===== config.mk =====
export PLATFORM = sky130hd
export DESIGN_NAME = rsc_reset_source_controller
export DESIGN_NICKNAME = d
export VERILOG_FILES = /design/src/shared/rsc_pkg.sv /design/src/hw/rsc_reset_source_controller.sv
export SDC_FILE = /design/constraint.sdc
export NUM_CORES = 1
export LEC_CHECK = 0
export ABC_AREA = 0
export CORE_UTILIZATION = 55
export DETAILED_ROUTE_END_ITERATION = 6
export DONT_BUFFER_PORTS = 1
export PLACE_DENSITY = 0.79
export SLEW_MARGIN = 20
export SYNTH_ARGS = -nofsm -noshare
export SYNTH_HDL_FRONTEND = slang
export SYNTH_SLANG_ARGS = --single-unit

===== constraint.sdc =====
create_clock -name i_sys_clk -period 5.6 [get_ports i_sys_clk]
set_clock_uncertainty 0.2 [all_clocks]
set_input_delay 0.28 -clock i_sys_clk [delete_from_list [all_inputs] [get_ports i_sys_clk]]
set_output_delay 0.28 -clock i_sys_clk [all_outputs]
set_load 0.05 [all_outputs]

===== src/shared/rsc_pkg.sv =====
//
// Notes on behaviour
// Supply below threshold drives reset pin low and holds core until supply recovers.
// Power-on reset enables and selects the supply monitor; other resets keep its enable.
// An enabled supply monitor resets the device only when also selected.
// Software enables monitor, waits turn-on time, then selects it via bit 1.
// Selecting an unsettled monitor may reset the device.
// Release from a supply reset adds no power-on delay.
// Monitor control: bit 7 enable (default on), bit 6 status, bits 5-0 reserved.
// Low reset pin resets the device; pin flag bit 0 set on exit.
// Clock-loss one-shot resets the device after 100 us without a clock edge.
// Clock-loss flag bit 2 reads one only after a clock-loss reset.
// Writing bit 2 enables or disables the clock-loss detector.
// Clock-loss, comparator and watchdog resets leave the reset pin alone.
// Writing bit 5 selects or deselects the comparator as reset source.
// A selected comparator with low output puts the device in reset.
// Comparator flag bit 5 reads one only after a comparator reset.
// Software settles the comparator before selecting it as reset source.
// After every reset the watchdog runs enabled on the system clock over 12.
// Unserviced watchdog expiry resets the device and sets the watchdog flag.
// Software keeps the supply monitor enabled and selected during flash updates.
// Power-on exit sets power-on flag bit 1; other flags then indeterminate.
// All causes merge into one system reset; flags update only at release.
package rsc_pkg;

  // ---------------------------------------------------------------------------
  // Timing
  // ---------------------------------------------------------------------------
  localparam int unsigned RSC_CLK_PERIOD_NS   = 8;
  localparam int unsigned RSC_CLK_LOSS_US     = 100;
  localparam int unsigned RSC_CLK_LOSS_CYC    = RSC_CLK_LOSS_US * 1000 / RSC_CLK_PERIOD_NS;
  localparam int unsigned RSC_POR_DELAY_US    = 300;
  localparam int unsigned RSC_POR_DELAY_CYC   = RSC_POR_DELAY_US * 1000 / RSC_CLK_PERIOD_NS;
  localparam int unsigned RSC_MON_SETTLE_US   = 100;
  localparam int unsigned RSC_MON_SETTLE_CYC  = (RSC_MON_SETTLE_US * 1000 + RSC_CLK_PERIOD_NS - 1)
                                                / RSC_CLK_PERIOD_NS;
  localparam logic [3:0]  RSC_WDOG_DIV_LAST   = 4'hB;    // Divide by 12.
  localparam logic [15:0] RSC_WDOG_TICKS      = 16'hFFFF;
  localparam logic [15:0] RSC_MIN_HOLD_CYC    = 16'h0004;
  localparam logic [1:0]  RSC_PIN_BLANK_CYC   = 2'h3;

  // ---------------------------------------------------------------------------
  // Register map
  // ---------------------------------------------------------------------------
  localparam logic [7:0] RSC_MON_CTRL_OFS   = 8'hFF;
  localparam logic [7:0] RSC_CAUSE_OFS      = 8'hEF;
  localparam logic [7:0] RSC_WDOG_CTRL_OFS  = 8'hD9;
  localparam int unsigned RSC_B_PIN         = 0;
  localparam int unsigned RSC_B_POWER       = 1;
  localparam int unsigned RSC_B_CLK_LOSS    = 2;
  localparam int unsigned RSC_B_WDOG        = 3;
  localparam int unsigned RSC_B_CMP         = 5;
  localparam int unsigned RSC_B_MON_EN      = 7;
  localparam int unsigned RSC_B_MON_STAT    = 6;
  localparam int unsigned RSC_B_WDOG_KICK   = 0;
  localparam int unsigned RSC_B_WDOG_EN     = 1;
  localparam logic [7:0] RSC_FLAGS_POWER    = 8'h02;

  // ---------------------------------------------------------------------------
  // Types
  // ---------------------------------------------------------------------------
  typedef enum logic [1:0] {
    RSC_ST_POWER = 2'h0,
    RSC_ST_RUN   = 2'h1,
    RSC_ST_HOLD  = 2'h3
  } rsc_state_e;

  typedef enum logic [2:0] {
    RSC_C_NONE, RSC_C_SUPPLY, RSC_C_PIN, RSC_C_CLK_LOSS, RSC_C_CMP, RSC_C_WDOG
  } rsc_cause_e;

  typedef struct packed {
    logic [7:0] addr;
    logic [7:0] wdata;
    logic       wr;
    logic       rd;
  } rsc_bus_s;

  typedef struct packed {
    logic o;
    logic oe;
  } rsc_pin_s;

  typedef struct packed {
    rsc_state_e st;
    rsc_cause_e cause;
    logic       mon_en;
    logic       sel_sup;
    logic       sel_cmp;
    logic       loss_en;
    logic [7:0] fl;
    logic       wdog_en;
    logic [3:0] wdog_pre;
    logic [15:0] wdog_cnt;
    logic [15:0] loss_cnt;
    logic [15:0] dly;
    logic [15:0] settle;
    logic [1:0] blank;
    logic       sysrst_b;
    logic       pin_oe;
    logic [7:0] rdata;
    logic       sup_s1, sup_s2, pin_s1, pin_s2, cmp_s1, cmp_s2, clk_s1, clk_s2, clk_s3;
  } rsc_state_s;

endpackage


===== src/hw/rsc_reset_source_controller.sv =====
// The implementer's own choice: the strobed register port.
`timescale 1ns/1ns
`default_nettype none
module rsc_reset_source_controller #(
  parameter logic [15:0] P_CLK_LOSS_CYC = 16'(rsc_pkg::RSC_CLK_LOSS_CYC),
  parameter logic [15:0] P_POR_DELAY    = 16'(rsc_pkg::RSC_POR_DELAY_CYC),
  parameter logic [15:0] P_MON_SETTLE   = 16'(rsc_pkg::RSC_MON_SETTLE_CYC),
  parameter logic [15:0] P_WDOG_TICKS   = rsc_pkg::RSC_WDOG_TICKS
) (
  input  wire logic             i_sys_clk,    // System clock, 125 MHz.
  input  wire logic             i_rst_b,      // Power-on reset, async, active low.
  input  wire rsc_pkg::rsc_bus_s i_bus,       // Register port request.
  output logic [7:0]            o_rdata,      // Read data, cycle after read strobe.
  input  wire logic             i_supply_ok,  // Supply above trip threshold.
  input  wire logic             i_rst_pin_b,  // Reset pin level, active low.
  input  wire logic             i_cmp_out,    // Comparator output, low trips.
  input  wire logic             i_mon_clk,    // Watched core clock.
  output logic                  o_mon_en,     // Supply monitor enable.
  output logic                  o_sys_rst_b,  // Core system reset, active low.
  output rsc_pkg::rsc_pin_s     o_rst_pin     // Reset pin drive, low when enabled.
);

  rsc_pkg::rsc_state_s r;
  rsc_pkg::rsc_state_s n;

  // ---------------------------------------------------------------------------
  // Helpers
  // ---------------------------------------------------------------------------
  // Saturating counter step.
  function automatic logic [15:0] sat_inc(input logic [15:0] v);
    sat_inc = (v == 16'hFFFF) ? v : v + 16'h0001;
  endfunction

  logic settling;
  logic sup_trip;
  logic pin_trip;
  logic loss_trip;
  logic cmp_trip;
  logic wdog_trip;
  logic run;
  logic wr_run;
  logic src_active;

  // Trip conditions seen by the sequencer.
  always_comb
  begin
    run       = (r.st == rsc_pkg::RSC_ST_RUN);
    wr_run    = i_bus.wr && run;
    settling  = (r.settle != 16'h0000);
    sup_trip  = r.mon_en && r.sel_sup && (!r.sup_s2 || settling);
    pin_trip  = !r.pin_s2 && (r.blank == 2'h0) && !r.pin_oe;
    loss_trip = r.loss_en && (r.loss_cnt >= P_CLK_LOSS_CYC);
    cmp_trip  = r.sel_cmp && !r.cmp_s2;
    wdog_trip = r.wdog_en && (r.wdog_cnt >= P_WDOG_TICKS);
    case (r.cause)
      rsc_pkg::RSC_C_SUPPLY: src_active = sup_trip;
      rsc_pkg::RSC_C_PIN:    src_active = !r.pin_s2;
      rsc_pkg::RSC_C_CMP:    src_active = cmp_trip;
      default:               src_active = 1'h0;
    endcase
  end

  // ---------------------------------------------------------------------------
  // Next state
  // ---------------------------------------------------------------------------
  // Synchronisers, counters, register port and reset sequencer.
  always_comb
  begin
    n = r;
    n.sup_s1 = i_supply_ok;
    n.sup_s2 = r.sup_s1;
    n.pin_s1 = i_rst_pin_b;
    n.pin_s2 = r.pin_s1;
    n.cmp_s1 = i_cmp_out;
    n.cmp_s2 = r.cmp_s1;
    n.clk_s1 = i_mon_clk;
    n.clk_s2 = r.clk_s1;
    n.clk_s3 = r.clk_s2;
    n.settle = settling ? r.settle - 16'h0001 : 16'h0000;
    n.blank  = (r.blank != 2'h0) ? r.blank - 2'h1 : 2'h0;

    // One-shot: any edge of the watched clock restarts the count.
    if (!r.loss_en || !run || (r.clk_s2 != r.clk_s3))
      n.loss_cnt = 16'h0000;
    else
      n.loss_cnt = sat_inc(r.loss_cnt);

    // Watchdog ticks at one twelfth of the system clock.
    if (run && r.wdog_en)
    begin
      n.wdog_pre = (r.wdog_pre == rsc_pkg::RSC_WDOG_DIV_LAST) ? 4'h0 : r.wdog_pre + 4'h1;
      if (r.wdog_pre == rsc_pkg::RSC_WDOG_DIV_LAST)
        n.wdog_cnt = sat_inc(r.wdog_cnt);
    end

    // Register reads answer in the next cycle only; unmapped reads give zero.
    n.rdata = 8'h00;
    if (i_bus.rd)
    begin
      case (i_bus.addr)
        rsc_pkg::RSC_MON_CTRL_OFS:
        begin
          n.rdata[rsc_pkg::RSC_B_MON_EN]   = r.mon_en;
          n.rdata[rsc_pkg::RSC_B_MON_STAT] = r.mon_en && r.sup_s2 && !settling;
        end
        rsc_pkg::RSC_CAUSE_OFS:     n.rdata = r.fl;
        rsc_pkg::RSC_WDOG_CTRL_OFS: n.rdata[rsc_pkg::RSC_B_WDOG_EN] = r.wdog_en;
        default:                    n.rdata = 8'h00;
      endcase
    end

    // Writes act only while the core runs; the cause register writes enables.
    if (wr_run)
    begin
      case (i_bus.addr)
        rsc_pkg::RSC_MON_CTRL_OFS:
        begin
          n.mon_en = i_bus.wdata[rsc_pkg::RSC_B_MON_EN];
          if (!r.mon_en && i_bus.wdata[rsc_pkg::RSC_B_MON_EN])
            n.settle = P_MON_SETTLE;
        end
        rsc_pkg::RSC_CAUSE_OFS:
        begin
          n.sel_sup = i_bus.wdata[rsc_pkg::RSC_B_POWER];
          n.loss_en = i_bus.wdata[rsc_pkg::RSC_B_CLK_LOSS];
          n.sel_cmp = i_bus.wdata[rsc_pkg::RSC_B_CMP];
        end
        rsc_pkg::RSC_WDOG_CTRL_OFS:
        begin
          n.wdog_en = i_bus.wdata[rsc_pkg::RSC_B_WDOG_EN];
          if (i_bus.wdata[rsc_pkg::RSC_B_WDOG_KICK])
          begin
            n.wdog_cnt = 16'h0000;
            n.wdog_pre = 4'h0;
          end
        end
        default: n.mon_en = r.mon_en;
      endcase
    end

    // Reset sequencer.
    case (r.st)
      rsc_pkg::RSC_ST_POWER:
      begin
        n.sysrst_b = 1'h0;
        n.pin_oe   = 1'h1;
        n.dly      = sup_trip ? 16'h0000 : sat_inc(r.dly);
        if (r.dly >= P_POR_DELAY && !sup_trip)
        begin
          n.st       = rsc_pkg::RSC_ST_RUN;
          n.fl       = rsc_pkg::RSC_FLAGS_POWER;
          n.sysrst_b = 1'h1;
          n.pin_oe   = 1'h0;
          n.blank    = rsc_pkg::RSC_PIN_BLANK_CYC;
        end
      end
      rsc_pkg::RSC_ST_RUN:
      begin
        n.dly = 16'h0000;
        if (sup_trip || pin_trip || loss_trip || cmp_trip || wdog_trip)
        begin
          n.st       = rsc_pkg::RSC_ST_HOLD;
          n.sysrst_b = 1'h0;
          n.pin_oe   = sup_trip;
          if (sup_trip)
            n.cause = rsc_pkg::RSC_C_SUPPLY;
          else if (pin_trip)
            n.cause = rsc_pkg::RSC_C_PIN;
          else if (loss_trip)
            n.cause = rsc_pkg::RSC_C_CLK_LOSS;
          else if (cmp_trip)
            n.cause = rsc_pkg::RSC_C_CMP;
          else
            n.cause = rsc_pkg::RSC_C_WDOG;
        end
      end
      rsc_pkg::RSC_ST_HOLD:
      begin
        n.dly = sat_inc(r.dly);
        if (sup_trip && r.cause != rsc_pkg::RSC_C_SUPPLY)
        begin
          n.cause  = rsc_pkg::RSC_C_SUPPLY;
          n.pin_oe = 1'h1;
        end
        else if (!src_active &&
                 (r.cause == rsc_pkg::RSC_C_SUPPLY || r.dly >= rsc_pkg::RSC_MIN_HOLD_CYC))
        begin
          // Supply release skips the minimum hold and power-on delay.
          n.st       = rsc_pkg::RSC_ST_RUN;
          n.sysrst_b = 1'h1;
          n.pin_oe   = 1'h0;
          n.blank    = rsc_pkg::RSC_PIN_BLANK_CYC;
          n.cause    = rsc_pkg::RSC_C_NONE;
          n.wdog_en  = 1'h1;
          n.wdog_cnt = 16'h0000;
          n.wdog_pre = 4'h0;
          n.sel_cmp  = 1'h0;
          n.loss_en  = 1'h0;
          n.fl       = 8'h00;
          case (r.cause)
            rsc_pkg::RSC_C_SUPPLY:   n.fl = r.fl | rsc_pkg::RSC_FLAGS_POWER;
            rsc_pkg::RSC_C_PIN:      n.fl[rsc_pkg::RSC_B_PIN] = 1'h1;
            rsc_pkg::RSC_C_CLK_LOSS: n.fl[rsc_pkg::RSC_B_CLK_LOSS] = 1'h1;
            rsc_pkg::RSC_C_CMP:      n.fl[rsc_pkg::RSC_B_CMP] = 1'h1;
            default:                 n.fl[rsc_pkg::RSC_B_WDOG] = 1'h1;
          endcase
        end
      end
      default: n.st = rsc_pkg::RSC_ST_POWER;
    endcase
  end

  // State register; power-on enables and selects the supply monitor.
  always_ff @(posedge i_sys_clk or negedge i_rst_b)
  begin
    if (!i_rst_b)
    begin
      r          <= '0;
      r.st       <= rsc_pkg::RSC_ST_POWER;
      r.mon_en   <= 1'h1;
      r.sel_sup  <= 1'h1;
      r.fl       <= rsc_pkg::RSC_FLAGS_POWER;
      r.wdog_en  <= 1'h1;
      r.pin_oe   <= 1'h1;
      r.pin_s1   <= 1'h1;
      r.pin_s2   <= 1'h1;
      r.cmp_s1   <= 1'h1;
      r.cmp_s2   <= 1'h1;
    end
    else
      r <= n;
  end

  // Outputs straight from the state register; the pin output level is tied low.
  assign o_rdata     = r.rdata;
  assign o_mon_en    = r.mon_en;
  assign o_sys_rst_b = r.sysrst_b;
  assign o_rst_pin   = '{o: 1'h0, oe: r.pin_oe};
endmodule
`default_nettype wire


==> impl_metrics.yaml, run 1 <==
critical_path:
  critical_path_required_ns: 5.64
  crit_path_launch: "r[106]"
  highest_net_fanout_along_the_worst_path: 19
  path_class: "flop to flop"
  rr_startpoint: "r[106]"
  worst-endpoint-arrival_ns: 3.02
  start_kind: "flop"
  worstSetupEndpointType: "flop"
placed_design:
  numPlacedInstances: 666
  io_buffers: 0
  detailedPlacementHpwl_um: 7365
  gp_congestion: 0.8688
  post-place-ws_ns: 2.639
clock_network:
  post_cts_setup_repair_buffer_count: 0
  clk_transition_reported_paths_ns: 0.10
  ctsHtreeMaxLevel: 3
  tritoncts: "yes"
  clk_root_buffer_cell: "clkbuf_8"
  cts.sink_count: 104
  ctsResizeCount: 0
  tritoncts.num_buffers: 9
  insertion_delay_ns: 0.38
  cts.path.max_buffers: 2
  hold_buffers: 16
layout:
  num-nets-final: 597
  layout.cells.most_common_list: "dfrtp_1, nor2_1, nand2_1"
  syn2layout_area_growth_pct: 7.456
  diodes: 0
  final_layout_size_suffix_gt1_share_pct: 9.381
  final.fill_count: 821
  layout.cells.most_common: "dfrtp_1"
  seqCellArea_mm2: 0.002614
  multiInputGateArea_mm2: 0.002680
  final-instance-count-excl-fill: 698
synth:
  synth-seq-cells: 104
  postSynthCellCount: 555
  postSynth.asyncResetShare_pct: 100.0
  synth.distinct_cells: 69
  syn-mean-instance-area_um2: 9.888
  sequential_to_total_area_share_from_yosys_stat_pct: 47.63
  yosys_warnings: 0
  syn_area_mm2: 0.005488
  main_flop_type_after_synthesis: "dfrtp_1"
  synth-edff-count: 0
detailed_routing:
  first_iter_violations: 241
  drt_pre_antenna_iters: 4
  detailroute.via_count: 4044
  routed_wire_length_per_instance_um: 15.40
  routed_wirelength_um: 10750
  drt.antenna.violating_nets: 0
  avgViaCountPerCell: 5.794
  drcViolationCount: 0
grt:
  grt_antenna_before_repair: 0
  grt_first_pass_wirelength_um: 17970
  global_route.usage.total_pct: 22.21
  grt_pass1_vias: 3880
  globalRoute.totalOverflow: 0
  grt_max_degree: 105
timing:
  finalCriticalPeriod_ns: 2.985
  maxSlewHeadroom_pct: 41.72
  tightest_slew_ns: 0.8662
  report.final.setup_viol: 0
  post-route-worst-setup-slack_ns: 2.615
  finalSetupTns_ns: 0
  fmax_mhz: 335.0
  rsz0062_at_grt: "false"
  final_min_period_over_clock_period_pct: 53.30
  hold_vio_cnt_final: 0
  final-max-slew-violation-count: 0
min_path:
  hp-class: "primary input to flop"
  timing.hold.worst.start: "i_bus[14]"
flow_run:
  max_cap_violations: 0
power_and_ir_drop:
  static-leakage-power_nw: 2.402
  worst_ir_drop_vdd_mv: 0.1126
  cellPowerDensity_mw_per_mm2: 211.6
die:
  placementRows: 36
  die_height_um: 101.9
  floorplan.initialDensity_pct: 56.40
  floorplan.core_area_mm2: 0.009729
  floorplan.die_area_mm2: 0.01038
  pin_count: 36
  die-width_um: 101.9
run_status:
  run_status: "finished clean"
## sequential cells by signal, indices dropped and copies added, names as in the netlist
signal       cells
o_rst_pin        1
o_rdata          8
o_mon_en         1
r               88
o_sys_rst_b      1
n                5
## logic make-up (layout without fill, tap and decap cells)
| logic type | count (synthesis) | after routing | share of synthesized area [%] |
|---|---|---|---|
| adders and majority gates | 13 | 13 | 2.964 |
| AOI/OAI and AO/OA | 76 | 76 | 9.781 |
| muxes | 17 | 17 | 3.306 |
| xor gates and xnor gates | 47 | 47 | 7.501 |
| and+or+nand+nor | 257 | 257 | 25.06 |
| buffers and inverters | 40 | 49 | 3.694 |
| other | 1 | 2 | 0.06833 |
| DFF | 104 | 104 | 47.63 |
## synth_stat cells (all sizes together), types with 2 or more instances
| cell | count | share of area [%] |
|---|---|---|
| dfrtp | 95 | 43 |
| nor2 | 75 | 5.1 |
| nand2 | 45 | 3.2 |
| nor3 | 32 | 3.1 |
| xnor2 | 32 | 5.1 |
| nand3 | 22 | 2.1 |
| buf | 18 | 2.2 |
| nor4 | 18 | 3.0 |
| o21ai | 17 | 1.6 |
| inv | 16 | 1.1 |
| xor2 | 15 | 2.4 |
| ha | 13 | 3.0 |
| and3 | 11 | 1.3 |
| nand4 | 11 | 1.4 |
| a21oi | 10 | 0.91 |
| a31oi | 9 | 1.0 |
| dfstp | 9 | 4.3 |
| mux2 | 9 | 1.8 |
| mux2i | 8 | 1.5 |
| clkbuf | 6 | 0.41 |
| nand2b | 6 | 0.68 |
| or2 | 6 | 0.68 |
| and4 | 5 | 0.80 |
| nor4b | 5 | 0.80 |
| or3 | 5 | 0.57 |
| a211oi | 4 | 0.64 |
| nor2b | 4 | 0.46 |
| o21a | 4 | 0.55 |
| o21bai | 4 | 0.82 |
| o2bb2ai | 4 | 0.64 |
| o31ai | 4 | 0.55 |
| a41oi | 3 | 0.48 |
| or4 | 3 | 0.55 |
| a21o | 2 | 0.27 |
| a22oi | 2 | 0.27 |
| and2 | 2 | 0.23 |
| nor3b | 2 | 0.27 |
| o211ai | 2 | 0.27 |
| o22a | 2 | 0.32 |
| o31a | 2 | 0.32 |
| or3b | 2 | 0.32 |
## layout make-up
| class | instances | area share [%] |
|---|---|---|
| Multi-Input combinational cell | 412 | 45.45 |
| Sequential cell | 104 | 44.32 |
| Timing Repair Buffer | 17 | 3.140 |
| Tap cell | 133 | 2.822 |
| Clock buffer | 11 | 2.228 |
| Clock inverter | 5 | 1.018 |
| Inverter | 16 | 1.018 |
## worst paths after layout
kind	to	slack [ns]	depth (start not counted)
setup / recovery	r[62]	2.62	7
hold / removal	r[99]	0.04	3
setup reg to reg	r[62]	2.62	7
hold reg to reg	n[0]	0.17	0
max in group asynchronous	n[3]	4.49	2
min in group asynchronous	r[70]	0.32	2
## metrics by stage
step	hold WS (ns)	utilization, %	power, W	cell area (um^2)
floorplan	-0.2156	-	0.0007773	5492
global placement	-0.2130	56.76	0.0007769	5523
detailed placement	-0.2132	56.76	0.0007771	5523
CTS	0.02225	60.56	0.001261	5892
global route	0.04845	60.61	0.001298	5897
finish	0.03692	60.61	0.001248	5897
## critical path, cell delays in order, from the launching register on
cell,delay (ns)
dfrtp_1,0.43
inv_1,0.11
ha_1,0.43
nand3_1,0.62
nor3_2,0.62
nor4b_1,0.17
a31oi_1,0.20
nor3_1,0.06
## routing by layer
layer / routed length, um / track usage, % / vias to the layer above / part of all wire (%)
met5: 0 / 0.9615 / - / 0
met4: 174 / 8.901 / 0 / 1.6
met3: 399 / 4.583 / 12 / 3.7
met2: 5124 / 35.60 / 82 / 48
met1: 5050 / 29.61 / 1989 / 47
li1: - / - / 1961 / -
## report_power, final
part	leakage (nW)	total, W	switching [W]	internal (W)
Combinational	0.982	0.0000278	0.0000185	0.00000932
Clock	0.0935	0.000462	0.000254	0.000208
Sequential	1.33	0.000759	0.00000320	0.000755
Note: power is estimated with default switching activity, not from simulation.
==> inputs of run 2 (changes only) <==
==> constraint.sdc (replaced) <==
create_clock -name i_sys_clk -period 3.08 [get_ports i_sys_clk]
set_clock_uncertainty 0.2 [all_clocks]
set_input_delay 0.154 -clock i_sys_clk [delete_from_list [all_inputs] [get_ports i_sys_clk]]
set_output_delay 0.154 -clock i_sys_clk [all_outputs]
set_load 0.05 [all_outputs]
==> impl_metrics.yaml, run 2 (synthesis gave the netlist of run 1 again) <==
clock_network:
  cts.sink_count: 104
  cts.path.max_buffers: 2
  clk_transition_reported_paths_ns: 0.10
  tritoncts: "yes"
  post_cts_setup_repair_buffer_count: 0
  clk_root_buffer_cell: "clkbuf_8"
  insertion_delay_ns: 0.38
  ctsResizeCount: 0
  ctsHtreeMaxLevel: 3
  tritoncts.num_buffers: 9
  hold_buffers: 19
power_and_ir_drop:
  cellPowerDensity_mw_per_mm2: 385.8
  worst_ir_drop_vdd_mv: 0.1840
  static-leakage-power_nw: 2.436
layout:
  seqCellArea_mm2: 0.002614
  multiInputGateArea_mm2: 0.002680
  layout.cells.most_common: "dfrtp_1"
  syn2layout_area_growth_pct: 8.459
  num-nets-final: 602
  layout.cells.most_common_list: "dfrtp_1, nor2_1, nand2_1"
  max_flop_register: "r"
  diodes: 0
  final.fill_count: 806
  final_layout_size_suffix_gt1_share_pct: 10.00
  largest_register_ffs: 88
  final-instance-count-excl-fill: 703
  finish.utilization_pct: 61.18
timing:
  rsz0062_at_grt: "false"
  maxSlewHeadroom_pct: 50.78
  hold_vio_cnt_final: 0
  report.final.setup_viol: 0
  finalSetupTns_ns: 0
  final_min_period_over_clock_period_pct: 89.13
  tightest_slew_ns: 0.7315
  fmax_mhz: 364.3
  final-max-slew-violation-count: 0
  finalCriticalPeriod_ns: 2.745
die:
  floorplan.initialDensity_pct: 56.40
  die_height_um: 101.9
  floorplan.die_area_mm2: 0.01038
  pin_count: 36
  placementRows: 36
  floorplan.core_area_mm2: 0.009729
  die-width_um: 101.9
placed_design:
  numPlacedInstances: 668
  detailedPlacementHpwl_um: 7470
  gp_congestion: 0.8304
  io_buffers: 0
detailed_routing:
  drt.antenna.violating_nets: 0
  routed_wire_length_per_instance_um: 15.17
  avgViaCountPerCell: 5.809
  first_iter_violations: 202
  drt_pre_antenna_iters: 4
  detailroute.via_count: 4084
  routed_wirelength_um: 10670
  drcViolationCount: 0
critical_path:
  r2r_cells: 8
  setup.reg_to_reg.worst_slack_ns: 0.33
  worstSetupEndpointType: "flop"
  highest_net_fanout_along_the_worst_path: 11
  rr_startpoint: "r[106]"
  path_class: "flop to flop"
  start_kind: "flop"
  critical_path_required_ns: 3.14
  worstReg2RegEnd: "r[83]"
  worst-endpoint-arrival_ns: 2.80
min_path:
  timing.hold.worst.start: "i_bus[2]"
  hp-class: "primary input to flop"
  endpoint_worst_hold: "r[85]"
  cell_count_of_the_worst_hold_path: 4
grt:
  global_route.usage.total_pct: 22.45
  globalRoute.totalOverflow: 0
  grt_pass1_vias: 3887
  grt_max_degree: 105
  grt_antenna_before_repair: 0
  grt_first_pass_wirelength_um: 18200
flow_run:
  max_cap_violations: 0
run_status:
  run_status: "finished clean"
[run 2: cell types whose count changed in the layout (fill, tap and decap cells not counted)]
cell and delta:
dlygate4sd3_1 +3, clkbuf_1 -2, inv_6 +2, buf_4 +2
[run 2: power by group]
group / internal, W / switching [W] / total (W)
combinational: 0.0000179 / 0.0000347 / 0.0000525
clock: 0.000383 / 0.000481 / 0.000864
sequential: 0.00137 / 0.00000601 / 0.00138
[run 2: critical path, stage by stage, from the launching register on]
cell	delay, ns
dfrtp_1	0.43
inv_1	0.11
ha_1	0.46
nand2_1	0.21
nor2b_1	0.34
nand4_1	0.28
nor3_1	0.30
mux2i_1	0.24
nor2_1	0.06
[run 2: per-layer routing]
layer | GRT usage [%] | routed length (um) | part of all wire [%] | vias to the layer above
met4 | 8.242 | 155 | 1.5 | 0
li1 | - | - | - | 1977
met1 | 30.71 | 4846 | 45 | 1990
met5 | 0 | 0 | 0 | -
met3 | 4.788 | 504 | 4.7 | 14
met2 | 35.45 | 5162 | 48 | 103
[run 2: how the worst max path moves through the flow]
stage | from | end | slack, ns | cells after the start
floorplan | r[69] | o_sys_rst_b | 0.73 | 7
global placement | r[106] | r[41] | 0.42 | 6
detailed placement | r[106] | r[41] | 0.34 | 6
CTS | r[106] | r[41] | 0.31 | 6
global route | r[106] | r[83] | 0.05 | 8
finish | r[106] | r[83] | 0.33 | 8
[run 2: cell type report]
class,count,area share (%)
timing repair buffer,22,3.868
tap,133,2.796
clock buffer,9,2.081
inverter,16,1.009
clock inverter,7,1.303
multi-input combinational,412,45.03
sequential,104,43.91
[run 2: stage by stage]
stage               hold WS, ns  power, W  area, um^2  setup slack, ns
global route            0.04875  0.002401        5952          0.05479
CTS                     0.01292  0.002325        5947           0.3089
detailed placement      -0.3395  0.001414        5538           0.3373
floorplan               -0.3416  0.001413        5492           0.7263
finish                  0.01855  0.002296        5952           0.3347
global placement        -0.3391  0.001413        5538           0.4218
